File: src/timer_pkg.sv
// Purpose: constants shared by the standard timer block
// Assumes: APB slave with 32-bit data, one register per aligned word
// Notes:   control bit positions follow the two control registers
package timer_pkg;

  // register byte addresses
  localparam logic [11:0] CTRL0_ADDR   = 12'h000;
  localparam logic [11:0] CTRL1_ADDR   = 12'h004;
  localparam logic [11:0] CNT_LO_ADDR  = 12'h008;
  localparam logic [11:0] CNT_HI_ADDR  = 12'h00C;
  localparam logic [11:0] CMPA_LO_ADDR = 12'h010;
  localparam logic [11:0] CMPA_HI_ADDR = 12'h014;
  localparam logic [11:0] FLAGS_ADDR   = 12'h018;

  // reset values
  localparam logic [7:0] CTRL0_RESET = 8'h00;
  localparam logic [7:0] CTRL1_RESET = 8'h00;
  localparam logic [9:0] CMPA_RESET  = 10'h000;
  localparam logic [9:0] CNT_RESET   = 10'h000;

  // control zero fields
  localparam int PAUSE_BIT   = 7;
  localparam int CKSEL_LSB   = 4;
  localparam int ON_BIT      = 3;
  localparam int PERIOD_LSB  = 0;

  // control one fields
  localparam int MODE_LSB    = 6;
  localparam int PINFN_LSB   = 4;
  localparam int INITLVL_BIT = 3;
  localparam int POL_BIT     = 2;
  localparam int SWAP_BIT    = 1;
  localparam int CLRSRC_BIT  = 0;

  // flag register fields
  localparam int FLAG_A_BIT  = 0;
  localparam int FLAG_P_BIT  = 1;

  // operating modes
  localparam logic [1:0] MODE_CMP = 2'h0;
  localparam logic [1:0] MODE_PWM = 2'h2;
  localparam logic [1:0] MODE_TMR = 2'h3;

  // clock source codes
  localparam logic [2:0] CK_SYS4  = 3'h0;
  localparam logic [2:0] CK_SYS   = 3'h1;
  localparam logic [2:0] CK_H16   = 3'h2;
  localparam logic [2:0] CK_H64   = 3'h3;
  localparam logic [2:0] CK_SUB0  = 3'h4;
  localparam logic [2:0] CK_SUB1  = 3'h5;
  localparam logic [2:0] CK_EXTR  = 3'h6;
  localparam logic [2:0] CK_EXTF  = 3'h7;

  // prescaler divide counts
  localparam int DIV_SYS4 = 4;
  localparam int DIV_H16  = 16;
  localparam int DIV_H64  = 64;

  // one period step in timer clocks
  localparam logic [10:0] PERIOD_STEP = 11'h080;
  localparam logic [10:0] FULL_PERIOD = 11'h400;

endpackage : timer_pkg

File: src/edge_sync.sv
// Purpose: three-stage synchroniser with rising and falling edge pulses
// Assumes: asynchronous pin input
// Notes:   edges are taken from stages two and three only
module edge_sync
  import timer_pkg::*;
(
  // clock and reset
  input  wire logic clk,
  input  wire logic reset_n,
  // pin
  input  wire logic pin_in,
  // edges
  output logic      rise,
  output logic      fall
);

  logic [2:0] sync_r;
  logic       level_r;

  // first stage feeds only the second
  always_ff @(posedge clk or negedge reset_n)
  begin
    if (!reset_n)
      sync_r <= 3'h0;
    else
      sync_r <= {sync_r[1:0], pin_in};
  end

  // a new level only counts once stages two and three agree on it
  always_ff @(posedge clk or negedge reset_n)
  begin
    if (!reset_n)
      level_r <= 1'b0;
    else if (sync_r[1] == sync_r[2])
      level_r <= sync_r[2];
  end

  assign rise = (sync_r[1] == sync_r[2]) & sync_r[2] & ~level_r;
  assign fall = (sync_r[1] == sync_r[2]) & ~sync_r[2] & level_r;

endmodule : edge_sync

File: src/standard_timer.sv
// Purpose: 10-bit standard timer with compare, PWM and counter modes
// Assumes: APB slave, clk 40 MHz, high and sub clocks enter as enables
// Notes:   single pulse starts on counter_on rise, ends on compare A
//
// How it works
// - 10-bit up counter on selected clock
// - period compares bits 9-7, A compares all
// - on rise clears counter, off holds it
// - cleared only by on rise, overflow or match
// - pause holds value, resumes from it
// - clock select chooses timer tick source
// - period 0 means 1024, else n*128
// - clear source picks A or P/overflow
// - clear source ignored in PWM mode
// - mode field: compare, PWM, counter
// - compare A match drives pin per function
// - PWM mode pin function: force, PWM, pulse
// - pin changes only if level differs
// - on rise restores initial pin level
// - initial level bit sets level or polarity
// - polarity bit inverts pin output
// - swap bit exchanges period and duty
// - inverted copy of the output pin
// - counter mode does not drive pin
// - clear by A suppresses P flag
// - clear by P raises both flags
// - in compare mode only compare A moves the pin
// - duty at or above period gives full
module standard_timer
  import timer_pkg::*;
(
  // clock and reset
  input  wire logic        clk,
  input  wire logic        reset_n,
  // apb
  input  wire logic        psel,
  input  wire logic        penable,
  input  wire logic        pwrite,
  input  wire logic [11:0] paddr,
  input  wire logic [31:0] pwdata,
  input  wire logic [3:0]  pstrb,
  output logic      [31:0] prdata,
  output logic             pready,
  output logic             pslverr,
  // clock enables from other clock sources
  input  wire logic        high_clock_tick,
  input  wire logic        sub_clock_tick,
  // pins
  input  wire logic        external_clock_pin,
  output logic             timer_output_pin,
  output logic             timer_output_pin_inverted,
  output logic             timer_output_enable,
  // events
  output logic             compare_a_flag,
  output logic             compare_p_flag
);

  logic [7:0] ctrl0_r;
  logic [7:0] ctrl1_r;
  logic [9:0] cmpa_r;
  logic [9:0] cnt_r;
  logic       on_d_r;
  logic       out_r;
  logic       flag_a_r;
  logic       flag_p_r;
  logic       ev_a_r;
  logic       ev_p_r;
  logic       pulse_r;
  logic [5:0] pre_r;
  logic [5:0] hdiv_r;
  logic       ext_rise;
  logic       ext_fall;
  logic       tick;
  logic       h16_tick;
  logic       h64_tick;
  logic       wr_en;
  logic       rd_en;
  logic       addr_ok;

  wire        pause_control       = ctrl0_r[PAUSE_BIT];
  wire [2:0]  clock_source_select = ctrl0_r[CKSEL_LSB +: 3];
  wire        counter_on_control  = ctrl0_r[ON_BIT];
  wire [2:0]  period_compare_value = ctrl0_r[PERIOD_LSB +: 3];
  wire [1:0]  operating_mode_select = ctrl1_r[MODE_LSB +: 2];
  wire [1:0]  output_pin_function = ctrl1_r[PINFN_LSB +: 2];
  wire        output_initial_level = ctrl1_r[INITLVL_BIT];
  wire        output_polarity_invert = ctrl1_r[POL_BIT];
  wire        duty_period_swap    = ctrl1_r[SWAP_BIT];
  wire        clear_source_select = ctrl1_r[CLRSRC_BIT];

  wire        on_rise = counter_on_control & ~on_d_r;
  wire        pwm_mode = (operating_mode_select == MODE_PWM);
  wire        cmp_mode = (operating_mode_select == MODE_CMP);

  // external pin path
  edge_sync u_ext_sync
  (
    .clk     (clk),
    .reset_n (reset_n),
    .pin_in  (external_clock_pin),
    .rise    (ext_rise),
    .fall    (ext_fall)
  );

  // apb access, zero wait state
  assign wr_en   = psel & penable & pwrite;
  assign rd_en   = psel & penable & ~pwrite;
  assign pready  = 1'b1;
  assign addr_ok = (paddr == CTRL0_ADDR) || (paddr == CTRL1_ADDR) ||
                   (paddr == CNT_LO_ADDR) || (paddr == CNT_HI_ADDR) ||
                   (paddr == CMPA_LO_ADDR) || (paddr == CMPA_HI_ADDR) ||
                   (paddr == FLAGS_ADDR);
  assign pslverr = psel & penable & ~addr_ok;

  always_ff @(posedge clk or negedge reset_n)
  begin
    if (!reset_n)
    begin
      ctrl0_r <= CTRL0_RESET;
      ctrl1_r <= CTRL1_RESET;
      cmpa_r  <= CMPA_RESET;
    end
    else if (wr_en && pstrb[0])
    begin
      case (paddr)
        CTRL0_ADDR:   ctrl0_r <= pwdata[7:0];
        CTRL1_ADDR:   ctrl1_r <= pwdata[7:0];
        CMPA_LO_ADDR: cmpa_r[7:0] <= pwdata[7:0];
        CMPA_HI_ADDR: cmpa_r[9:8] <= pwdata[1:0];
        default:      ;
      endcase
    end
  end

  always_ff @(posedge clk or negedge reset_n)
  begin
    if (!reset_n)
      prdata <= 32'h0000_0000;
    else if (psel && !penable && !pwrite)
    begin
      case (paddr)
        CTRL0_ADDR:   prdata <= {24'h000000, ctrl0_r};
        CTRL1_ADDR:   prdata <= {24'h000000, ctrl1_r};
        CNT_LO_ADDR:  prdata <= {24'h000000, cnt_r[7:0]};
        CNT_HI_ADDR:  prdata <= {30'h00000000, cnt_r[9:8]};
        CMPA_LO_ADDR: prdata <= {24'h000000, cmpa_r[7:0]};
        CMPA_HI_ADDR: prdata <= {30'h00000000, cmpa_r[9:8]};
        FLAGS_ADDR:   prdata <= {30'h00000000, flag_p_r, flag_a_r};
        default:      prdata <= 32'h0000_0000;
      endcase
    end
  end

  // prescalers run free so the tick rate is independent of restarts
  always_ff @(posedge clk or negedge reset_n)
  begin
    if (!reset_n)
      pre_r <= 6'h00;
    else
      pre_r <= pre_r + 6'h01;
  end

  always_ff @(posedge clk or negedge reset_n)
  begin
    if (!reset_n)
      hdiv_r <= 6'h00;
    else if (high_clock_tick)
      hdiv_r <= hdiv_r + 6'h01;
  end

  assign h16_tick = high_clock_tick & (hdiv_r[3:0] == 4'(DIV_H16 - 1));
  assign h64_tick = high_clock_tick & (hdiv_r == 6'(DIV_H64 - 1));

  always_comb
  begin
    case (clock_source_select)
      CK_SYS4: tick = (pre_r[1:0] == 2'(DIV_SYS4 - 1));
      CK_SYS:  tick = 1'b1;
      CK_H16:  tick = h16_tick;
      CK_H64:  tick = h64_tick;
      CK_SUB0,
      CK_SUB1: tick = sub_clock_tick;
      CK_EXTR: tick = ext_rise;
      CK_EXTF: tick = ext_fall;
      default: tick = 1'b0;
    endcase
  end

  // comparators
  wire        match_p = (cnt_r[9:7] == period_compare_value);
  wire        match_a = (cnt_r == cmpa_r);
  wire        run     = counter_on_control & ~pause_control;
  wire        at_max  = (cnt_r == 10'h3FF);
  // period end reached when next tick would leave the period window
  wire [10:0] cnt_nx  = {1'b0, cnt_r} + 11'h001;
  wire [10:0] p_len   = (period_compare_value == 3'h0) ? FULL_PERIOD :
                        11'({period_compare_value, 7'h00});
  wire        p_end   = (cnt_nx == p_len);
  wire        a_end   = match_a & (cmpa_r != 10'h000);
  logic       clr_sel;

  always_comb
  begin
    if (pwm_mode)
      clr_sel = duty_period_swap ? a_end : p_end;
    else if (clear_source_select)
      clr_sel = a_end;
    else
      clr_sel = p_end;
  end

  wire wrap = clr_sel | at_max;

  always_ff @(posedge clk or negedge reset_n)
  begin
    if (!reset_n)
      on_d_r <= 1'b0;
    else
      on_d_r <= counter_on_control;
  end

  always_ff @(posedge clk or negedge reset_n)
  begin
    if (!reset_n)
      cnt_r <= CNT_RESET;
    else if (on_rise)
      cnt_r <= CNT_RESET;
    else if (run && tick)
      cnt_r <= wrap ? CNT_RESET : cnt_nx[9:0];
  end

  // flags: one event pulse per counted match
  wire hit_a = run & tick & a_end;
  wire hit_p = run & tick & p_end & (pwm_mode | ~clear_source_select);

  always_ff @(posedge clk or negedge reset_n)
  begin
    if (!reset_n)
    begin
      ev_a_r <= 1'b0;
      ev_p_r <= 1'b0;
    end
    else
    begin
      ev_a_r <= hit_a;
      ev_p_r <= hit_p;
    end
  end

  // set beats a simultaneous write-one clear
  wire clr_flags = wr_en & pstrb[0] & (paddr == FLAGS_ADDR);

  always_ff @(posedge clk or negedge reset_n)
  begin
    if (!reset_n)
    begin
      flag_a_r <= 1'b0;
      flag_p_r <= 1'b0;
    end
    else
    begin
      flag_a_r <= hit_a | (flag_a_r & ~(clr_flags & pwdata[FLAG_A_BIT]));
      flag_p_r <= hit_p | (flag_p_r & ~(clr_flags & pwdata[FLAG_P_BIT]));
    end
  end

  assign compare_a_flag = ev_a_r;
  assign compare_p_flag = ev_p_r;

  // compare output and single pulse latch
  always_ff @(posedge clk or negedge reset_n)
  begin
    if (!reset_n)
      out_r <= 1'b0;
    else if (on_rise)
      out_r <= output_initial_level;
    else if (cmp_mode && hit_a)
    begin
      case (output_pin_function)
        2'h1:    out_r <= 1'b0;
        2'h2:    out_r <= 1'b1;
        2'h3:    out_r <= ~out_r;
        default: out_r <= out_r;
      endcase
    end
  end

  always_ff @(posedge clk or negedge reset_n)
  begin
    if (!reset_n)
      pulse_r <= 1'b0;
    else if (on_rise)
      pulse_r <= 1'b1;
    else if (hit_a || !counter_on_control)
      pulse_r <= 1'b0;
  end

  // pwm duty: full duty when duty reaches the period
  wire [10:0] duty_len = duty_period_swap ? p_len : {1'b0, cmpa_r};
  wire [10:0] per_len  = duty_period_swap ? {1'b0, cmpa_r} : p_len;
  wire        pwm_act  = (duty_len >= per_len) | ({1'b0, cnt_r} < duty_len);
  logic       act;
  logic       lvl;

  always_comb
  begin
    act = 1'b0;
    case (output_pin_function)
      2'h0:    act = 1'b0;
      2'h1:    act = 1'b1;
      2'h2:    act = pwm_act & counter_on_control;
      2'h3:    act = pulse_r;
      default: act = 1'b0;
    endcase
    if (pwm_mode)
      lvl = output_initial_level ? act : ~act;
    else
      lvl = out_r;
  end

  // registered pin drive
  always_ff @(posedge clk or negedge reset_n)
  begin
    if (!reset_n)
    begin
      timer_output_pin          <= 1'b0;
      timer_output_pin_inverted <= 1'b1;
      timer_output_enable       <= 1'b0;
    end
    else
    begin
      timer_output_pin          <= lvl ^ output_polarity_invert;
      timer_output_pin_inverted <= ~(lvl ^ output_polarity_invert);
      timer_output_enable       <= (operating_mode_select != MODE_TMR);
    end
  end

  // software is expected to stop the timer before mode and pin changes

  property cnt_clear_on_rise;
    @(posedge clk) disable iff (!reset_n) on_rise |=> (cnt_r == 10'h000);
  endproperty
  on_rise_clear_a: assert property (cnt_clear_on_rise) else $error("counter not cleared");

  hold_off_a: assert property (@(posedge clk) disable iff (!reset_n)
    (!counter_on_control && !on_rise) |=> $stable(cnt_r)) else $error("counter moved while off");

  pause_hold_a: assert property (@(posedge clk) disable iff (!reset_n)
    (pause_control && !on_rise) |=> $stable(cnt_r)) else $error("counter moved in pause");

  count_up_a: assert property (@(posedge clk) disable iff (!reset_n)
    (run && tick && !wrap && !on_rise) |=> (cnt_r == $past(cnt_r) + 10'h001)) else $error("bad count");

  no_p_flag_a: assert property (@(posedge clk) disable iff (!reset_n)
    (!pwm_mode && clear_source_select) |=> !compare_p_flag) else $error("p flag with A clear");

  init_level_a: assert property (@(posedge clk) disable iff (!reset_n)
    (on_rise && cmp_mode) |=> ##1 (timer_output_pin == ($past(output_initial_level, 2) ^ output_polarity_invert)))
    else $error("pin not at initial level");

  inv_copy_a: assert property (@(posedge clk) disable iff (!reset_n)
    timer_output_pin_inverted == ~timer_output_pin) else $error("inverted pin wrong");

  tmr_undriven_a: assert property (@(posedge clk) disable iff (!reset_n)
    (operating_mode_select == MODE_TMR) |=> !timer_output_enable) else $error("pin driven in counter mode");

  p_match_clear_a: assert property (@(posedge clk) disable iff (!reset_n)
    (run && tick && p_end && !(pwm_mode ? duty_period_swap : clear_source_select) && !on_rise) |=> (cnt_r == 10'h000))
    else $error("no clear on period");

endmodule : standard_timer

File: config.mk
export PLATFORM = sky130hd
export DESIGN_NAME = standard_timer
export DESIGN_NICKNAME = d
export VERILOG_FILES = /design/src/timer_pkg.sv /design/src/edge_sync.sv /design/src/standard_timer.sv
export SDC_FILE = /design/constraint.sdc
export NUM_CORES = 1
export LEC_CHECK = 0
export ABC_AREA = 1
export BUFFER_PORTS_ARGS = -buffer_cell sky130_fd_sc_hd__buf_2
export CAP_MARGIN = 15
export CORE_MARGIN = 1.5
export CORE_UTILIZATION = 61
export CTS_BUF_LIST = sky130_fd_sc_hd__clkbuf_8
export CTS_CLUSTER_DIAMETER = 120
export DETAILED_ROUTE_END_ITERATION = 10
export GPL_ROUTABILITY_DRIVEN = 0
export GPL_TIMING_DRIVEN = 1
export PLACE_DENSITY = 0.89
export SYNTH_ARGS = -nofsm -noshare
export SYNTH_HDL_FRONTEND = slang
export SYNTH_HIERARCHICAL = 1
export SYNTH_SLANG_ARGS = --single-unit
File: constraint.sdc
create_clock -name clk -period 4.8 [get_ports clk]
set_input_delay 0.24 -clock clk [delete_from_list [all_inputs] [get_ports clk]]
set_output_delay 0.24 -clock clk [all_outputs]
set_load 0.01 [all_outputs]
== Yosys cells after proc, flatten, opt, wreduce, memory -nomap -nowiden ==
Index checks and enable logic that the tools add are counted.
Cells by class
  $lt $le $gt $ge: 2
  multipliers: 0
  add/sub/neg operators: 3
  bitwise logic cells: 40
  div/mod/pow operators: 0
  reduce and logical (&&, ||, !) cells: 31
  shifts and indexed selects: 0
  equal/unequal tests: 25
  muxes and demuxes: 19
Operator list (count)
  8-bit one-hot mux with 7 select lines: 1
  12-bit by 5-bit equality test with 1-bit output, second input constant: 3
  11-bit 2-to-1 mux: 3
  10-bit 2-to-1 mux: 3
  12-bit by 4-bit equality test with 1-bit output, second input constant: 2
  1-bit AND: 23
  6-bit by 1-bit adder with 6-bit output, second input constant: 2
  12-bit by 3-bit equality test with 1-bit output, second input constant: 1
  3-bit equality test, second input constant: 4
  12-bit zero test: 1
  10-bit by 1-bit adder with 11-bit output, second input constant: 1
  11-bit equality test: 1
  11-bit greater-or-equal comparator: 1
  10-bit by 11-bit less-than comparator with 1-bit output: 1
  1-bit inverter: 11
  10-bit equality test: 1
  10-bit equality test, second input constant: 1
  2-bit AND reduction: 5
  10-bit nonzero test: 1
  1-bit 2-to-1 mux: 9
  2-bit equality test, second input constant: 4
  1-bit logical OR: 7
  1-bit one-hot mux with 7 select lines: 1
  3-bit by 2-bit equality test with 1-bit output, second input constant: 2
  other kinds (17): 31
Word-level totals
  ROM bits: 0
  input port bits: 56
  RAM bits: 0
  bits in registers: 94
  memories: 0
  latch bits: 0

== Logic depth before layout (Yosys ltp) ==
  depth after elaboration: 12
  gate-level depth with buffers: 18
  gate-level depth less buffers: 18

== By module ==
Netlist, hierarchy kept.
Modules (own cells, without submodules)
  standard_timer: area each 4085.2 sq um, sequential area each 1552.7 sq um, cells each 562, times used 1
  edge_sync: area each 162.7 sq um, sequential area each 100.1 sq um, cells each 16, times used 1

== Worst setup path before layout ==
No wires, ideal clock.
  path kind: register to register
  from: register ctrl1_r[1]
  to: register timer_output_pin
  buffers on the path: 1
  setup time: 0.117 ns
  slack: 2.756 ns
  cell stages (with the launch flop): 16
  arrival time: 1.927 ns
  path through: dfrtp_1 > clkbuf_1 > o21ai_0 > inv_1 > ha_1 > nand3_1 > nand3b_1 > nand3_1 > nor2_1 > nand2_1 > nand2_1 > nand3_1 > nand3_1 > nand2_1 > nand2_1 > nand2_1
Between the ends
  word-level cells in the longest chain between the ends: 9
  elaborated cells between the ends (all ways): 11
  classes of those cells: 2 x order compare; 5 x mux; 4 x bitwise
RTL lines
  start, declared: line standard_timer.sv:59  | logic [7:0] ctrl1_r;
  start signal, assigned: line standard_timer.sv:127  | CTRL1_ADDR: ctrl1_r <= pwdata[7:0];
  11-bit 2-to-1 mux, on equally long branches: line standard_timer.sv:299, standard_timer.sv:300
  11-bit greater-or-equal comparator / 10-bit by 11-bit less-than comparator with 1-bit output (equally long branches): line standard_timer.sv:301  | wire pwm_act = (duty_len >= per_len) | ({1'b0, cnt_r} < duty_len);
  1-bit OR (*): line standard_timer.sv:301
  1-bit AND (*): line standard_timer.sv:311  | 2'h2: act = pwm_act & counter_on_control;
  1-bit one-hot mux with 4 select lines (*): line standard_timer.sv:308  | case (output_pin_function)
  1-bit inverter: line standard_timer.sv:316  | lvl = output_initial_level ? act : ~act;
  1-bit 2-to-1 mux (*): line standard_timer.sv:316
  1-bit 2-to-1 mux (*): line standard_timer.sv:315  | if (pwm_mode)
  1-bit XOR (*): line standard_timer.sv:332  | timer_output_pin <= lvl ^ output_polarity_invert;
  end signal, assigned: line standard_timer.sv:332
  end, declared: line standard_timer.sv:50  | output logic timer_output_pin,
Mark *: on every way between the ends. The rest lies on a longest branch, timed or not.
A chain may end at the register's enable or synchronous reset.

== Worst setup path after layout ==
  from: register ctrl0_r[2]
  to: register timer_output_pin
Between the ends
  word-level cells in the longest chain between the ends: 11
  elaborated cells between the ends (all ways): 13
  classes of those cells: 2 x order compare; 6 x mux; 4 x bitwise; 1 x reduce/logical
RTL lines
  start, declared: line standard_timer.sv:58  | logic [7:0] ctrl0_r;
  start signal, assigned: line standard_timer.sv:126  | CTRL0_ADDR: ctrl0_r <= pwdata[7:0];
  3-bit zero test: line standard_timer.sv:196  | wire [10:0] p_len = (period_compare_value == 3'h0) ? FULL_PERIOD :
  11-bit 2-to-1 mux (*): line standard_timer.sv:196
  11-bit 2-to-1 mux, on equally long branches: line standard_timer.sv:299, standard_timer.sv:300
  11-bit greater-or-equal comparator / 10-bit by 11-bit less-than comparator with 1-bit output (equally long branches): line standard_timer.sv:301
  1-bit OR (*): line standard_timer.sv:301
  1-bit AND (*): line standard_timer.sv:311
  1-bit one-hot mux with 4 select lines (*): line standard_timer.sv:308
  1-bit inverter: line standard_timer.sv:316
  1-bit 2-to-1 mux (*): line standard_timer.sv:316
  1-bit 2-to-1 mux (*): line standard_timer.sv:315
  1-bit XOR (*): line standard_timer.sv:332
Marks and branches as above.

==> metrics.txt <==
leading area contributor after synthesis dfrtp_1; CP delay by family, top simple AND/OR/NAND/NOR gates; CTS root buffer clkbuf_8; drt first pass iters 6; Core Footprint ~0.0068 mm²; FF-to-FF End timer_output_pin; detailed-route via count about 4000; depth of the most critical reg-to-reg path 17; I/O Buffers 42; clk_lat worst skew 0.35 ns; Cell Area, Placed roughly 0.0044 mm²; Nets ~700; PD cells approximately 260 mW/mm²; mapped cell area approximately 0.0042 mm²; Clock Sinks 66; CP peak stage delay between 0.5 and 0.6 ns; Post-synth EDFFs 0; # rows 30; initial antenna violation count 0; die area 0.00747 mm²; Post-CTS Resized 0; CTS tree built; post-synthesis async set-or-reset flop share 1.00; vias in the first global route ~3600; final setup TNS 0 ns; RSZ-0062 raised after global routing no; fmax ~400 MHz; wire per inst ~15 µm; Reg clk slew, reported paths approximately 0.08 ns; final hold vios 0; Starting Density 0.629; Post-route DRC 0; Die Y approximately 86 µm; Netlist cell types 39; syn_area_per_cell roughly 7.3 µm²; Post-Route Skew about 0.0093 ns; CP most frequent cell nand2_1; worst reg2reg path startpoint ctrl0_r[2]; Area Growth Syn to Fin 9.28%; fin crit period between 2 and 3 ns; # setup viols final 0; DIE WIDTH 86.5 µm; Crit path buffers/inverters 1; internal reg-to-reg setup slack 2.29 ns; Slew Limit Fails 0; Startpoint Class register; Crit Path Max Fanout 6; Tcrit/Tclk final 0.523; largest net degree at the start of global routing 67; cells after synthesis slightly below 600; ys flop type dfrtp_1; Max Cap Viol 0; normalized max-slew margin 0.451; ANT cells 0; Lkg Pwr about 2.4 nW; CTS Buf Count 9; pre-CTS WS between 2 and 2.5 ns; I/O pins 95; DP Wirelength ~7800 µm; vias per cell 5.64; Crit Path Category register to register; H-tree depth 3; share of the synthesized area in the top cell type 0.383; peak supply drop between 0.2 and 0.3 mV; synth warn 6; arrival time worst endpoint ~2.8 ns; clk buf depth 2; Antenna Violating Nets Remaining 0; Routed Wire Length around 10000 µm; crit path capture type register; Seq/Total Area, Yosys 0.389; first-pass GRT wire length 16800 µm; critical path, cell by cell inv_1, nand2_1, o21ai_0, ha_1, nand2_1, nor2_1, nand2_1, nor2_1, nand2_1, nand3_1, nand2_1, nand2_1, nand3_1, nand3_1, nand2_1, nand2_1, nand2_1; total gr overflow 0; Final Worst Setup Slack ~2.3 ns; final instance area approximately 0.0046 mm²; Crit-path slowest cell dfrtp_1; synth top area cells dfrtp_1 38%, nand2_1 14%, inv_1 6.6%; min-delay worst type primary input to async pin; status finished, final reports clean; share of cells above drive strength 1 0.127; Global Route Usage Sum 0.290; Worst Max-Slew Pin Slew around 0.8 ns; Iter 0 DRT Violations approximately 490; Worst EP required approximately 5.1 ns; #FFs+latches synth between 60 and 70
==> through the flow <==
| step | std cells | hold WS (ns) | util | power, mW |
|---|---|---|---|---|
| detailed placement | 692 | 0.342 | 0.654 | 0.723 |
| CTS | 709 | 0.0902 | 0.687 | 1.22 |
| global route | 709 | 0.130 | 0.687 | 1.25 |
| global placement | 692 | 0.335 | 0.654 | 0.713 |
| floorplan | 601 | -0.0556 | - | 0.695 |
| finish | 709 | 0.0586 | 0.687 | 1.21 |
==> placed cells by master, fill, tap and decap left out, drive strengths merged <==
cell type and instances:
a211oi 3, o21ai 55, nand3 45, or2 1, buf 43, xor2 10
nor2 50, mux2 1, dfrtp 65, nand2 164, nor3 10, and3 1
bufinv 1, clkbuf 11, dfstp 1, dlygate4sd3 1, clkinv 5, nor4 1
nand3b 1, a221oi 2, a21o 1, conb 25, a21oi 15, clkinvlp 2
xnor2 3, o221ai 4, nand4 8, o22ai 7, ha 17, inv 76
==> power by group <==
part	total, mW	leakage [nW]	switching [mW]	internal, mW
clock network	0.496	0.102	0.226	0.270
registers	0.611	0.873	0.0254	0.585
logic	0.101	1.38	0.0601	0.0405
total	1.21	2.35	0.311	0.896
==> layout make-up <==
class,instances,area (µm²)
sequential,66,1650
timing repair buffer,44,228
tap,80,100
fill,548,2110
inverter,79,297
clock inverter,5,62.6
clock buffer,11,151
multi-input combinational,424,2150
==> layer usage <==
metal | GRT usage | vias up | wire length (µm)
met1 | 0.379 | 1852 | 4160
met5 | 0 | - | 0
met3 | 0.0619 | 37 | 869
li1 | - | 1905 | -
met4 | 0.135 | 0 | 300
met2 | 0.464 | 204 | 5030
==> registers in the layout, indices dropped and copies added (netlist names), 2 cells and up <==
signal and cells:
cmpa_r 10, ctrl1_r 8, u_ext_sync/sync_r 3, hdiv_r 6, cnt_r 10, ctrl0_r 8, prdata 8, pre_r 2
==> worst max path at each step <==
| stage | start | end | slack (ns) | depth (start not counted) |
|---|---|---|---|---|
| after CTS | ctrl1_r[1] | timer_output_pin | 2.37 | 15 |
| final | ctrl0_r[2] | timer_output_pin | 2.29 | 17 |
| after floorplan | ctrl1_r[1] | timer_output_pin | 2.76 | 15 |
| after global routing | ctrl1_r[1] | timer_output_pin_inverted | 2.08 | 17 |
| after global placement | ctrl0_r[2] | timer_output_pin | 2.50 | 16 |
| after detailed placement | ctrl1_r[1] | timer_output_pin | 2.38 | 15 |
==> cells in the mapped netlist (all sizes together) (2+ instances only) <==
cell type and n:
a21oi 15, a221oi 2, conb 2, nor3 10, clkinv 3, dfrtp 65
o221ai 4, nand4 8, nand2 164, nor2 50, inv 76, xnor2 3
a211oi 3, nand3 45, clkbuf 3, ha 17, xor2 10, o22ai 7
buf 29, o21ai 55
==> cell families after synthesis <==
family,after synthesis,synth area share
other,2,0.00177
muxes,1,0.00265
DFF,66,0.389
buffers and inverters,111,0.125
AOI/OAI and AO/OA,87,0.112
adders and majority gates,17,0.0501
and+or+nand+nor,281,0.289
xor gates and xnor gates,13,0.0303
==> repair_timing <==
item / in CTS / in global routing
hold buffers: 1 / 0
setup buffers: 0 / 0
endpoints found under the hold margin: 1 / 0
Power figures use the tool's default switching activity.
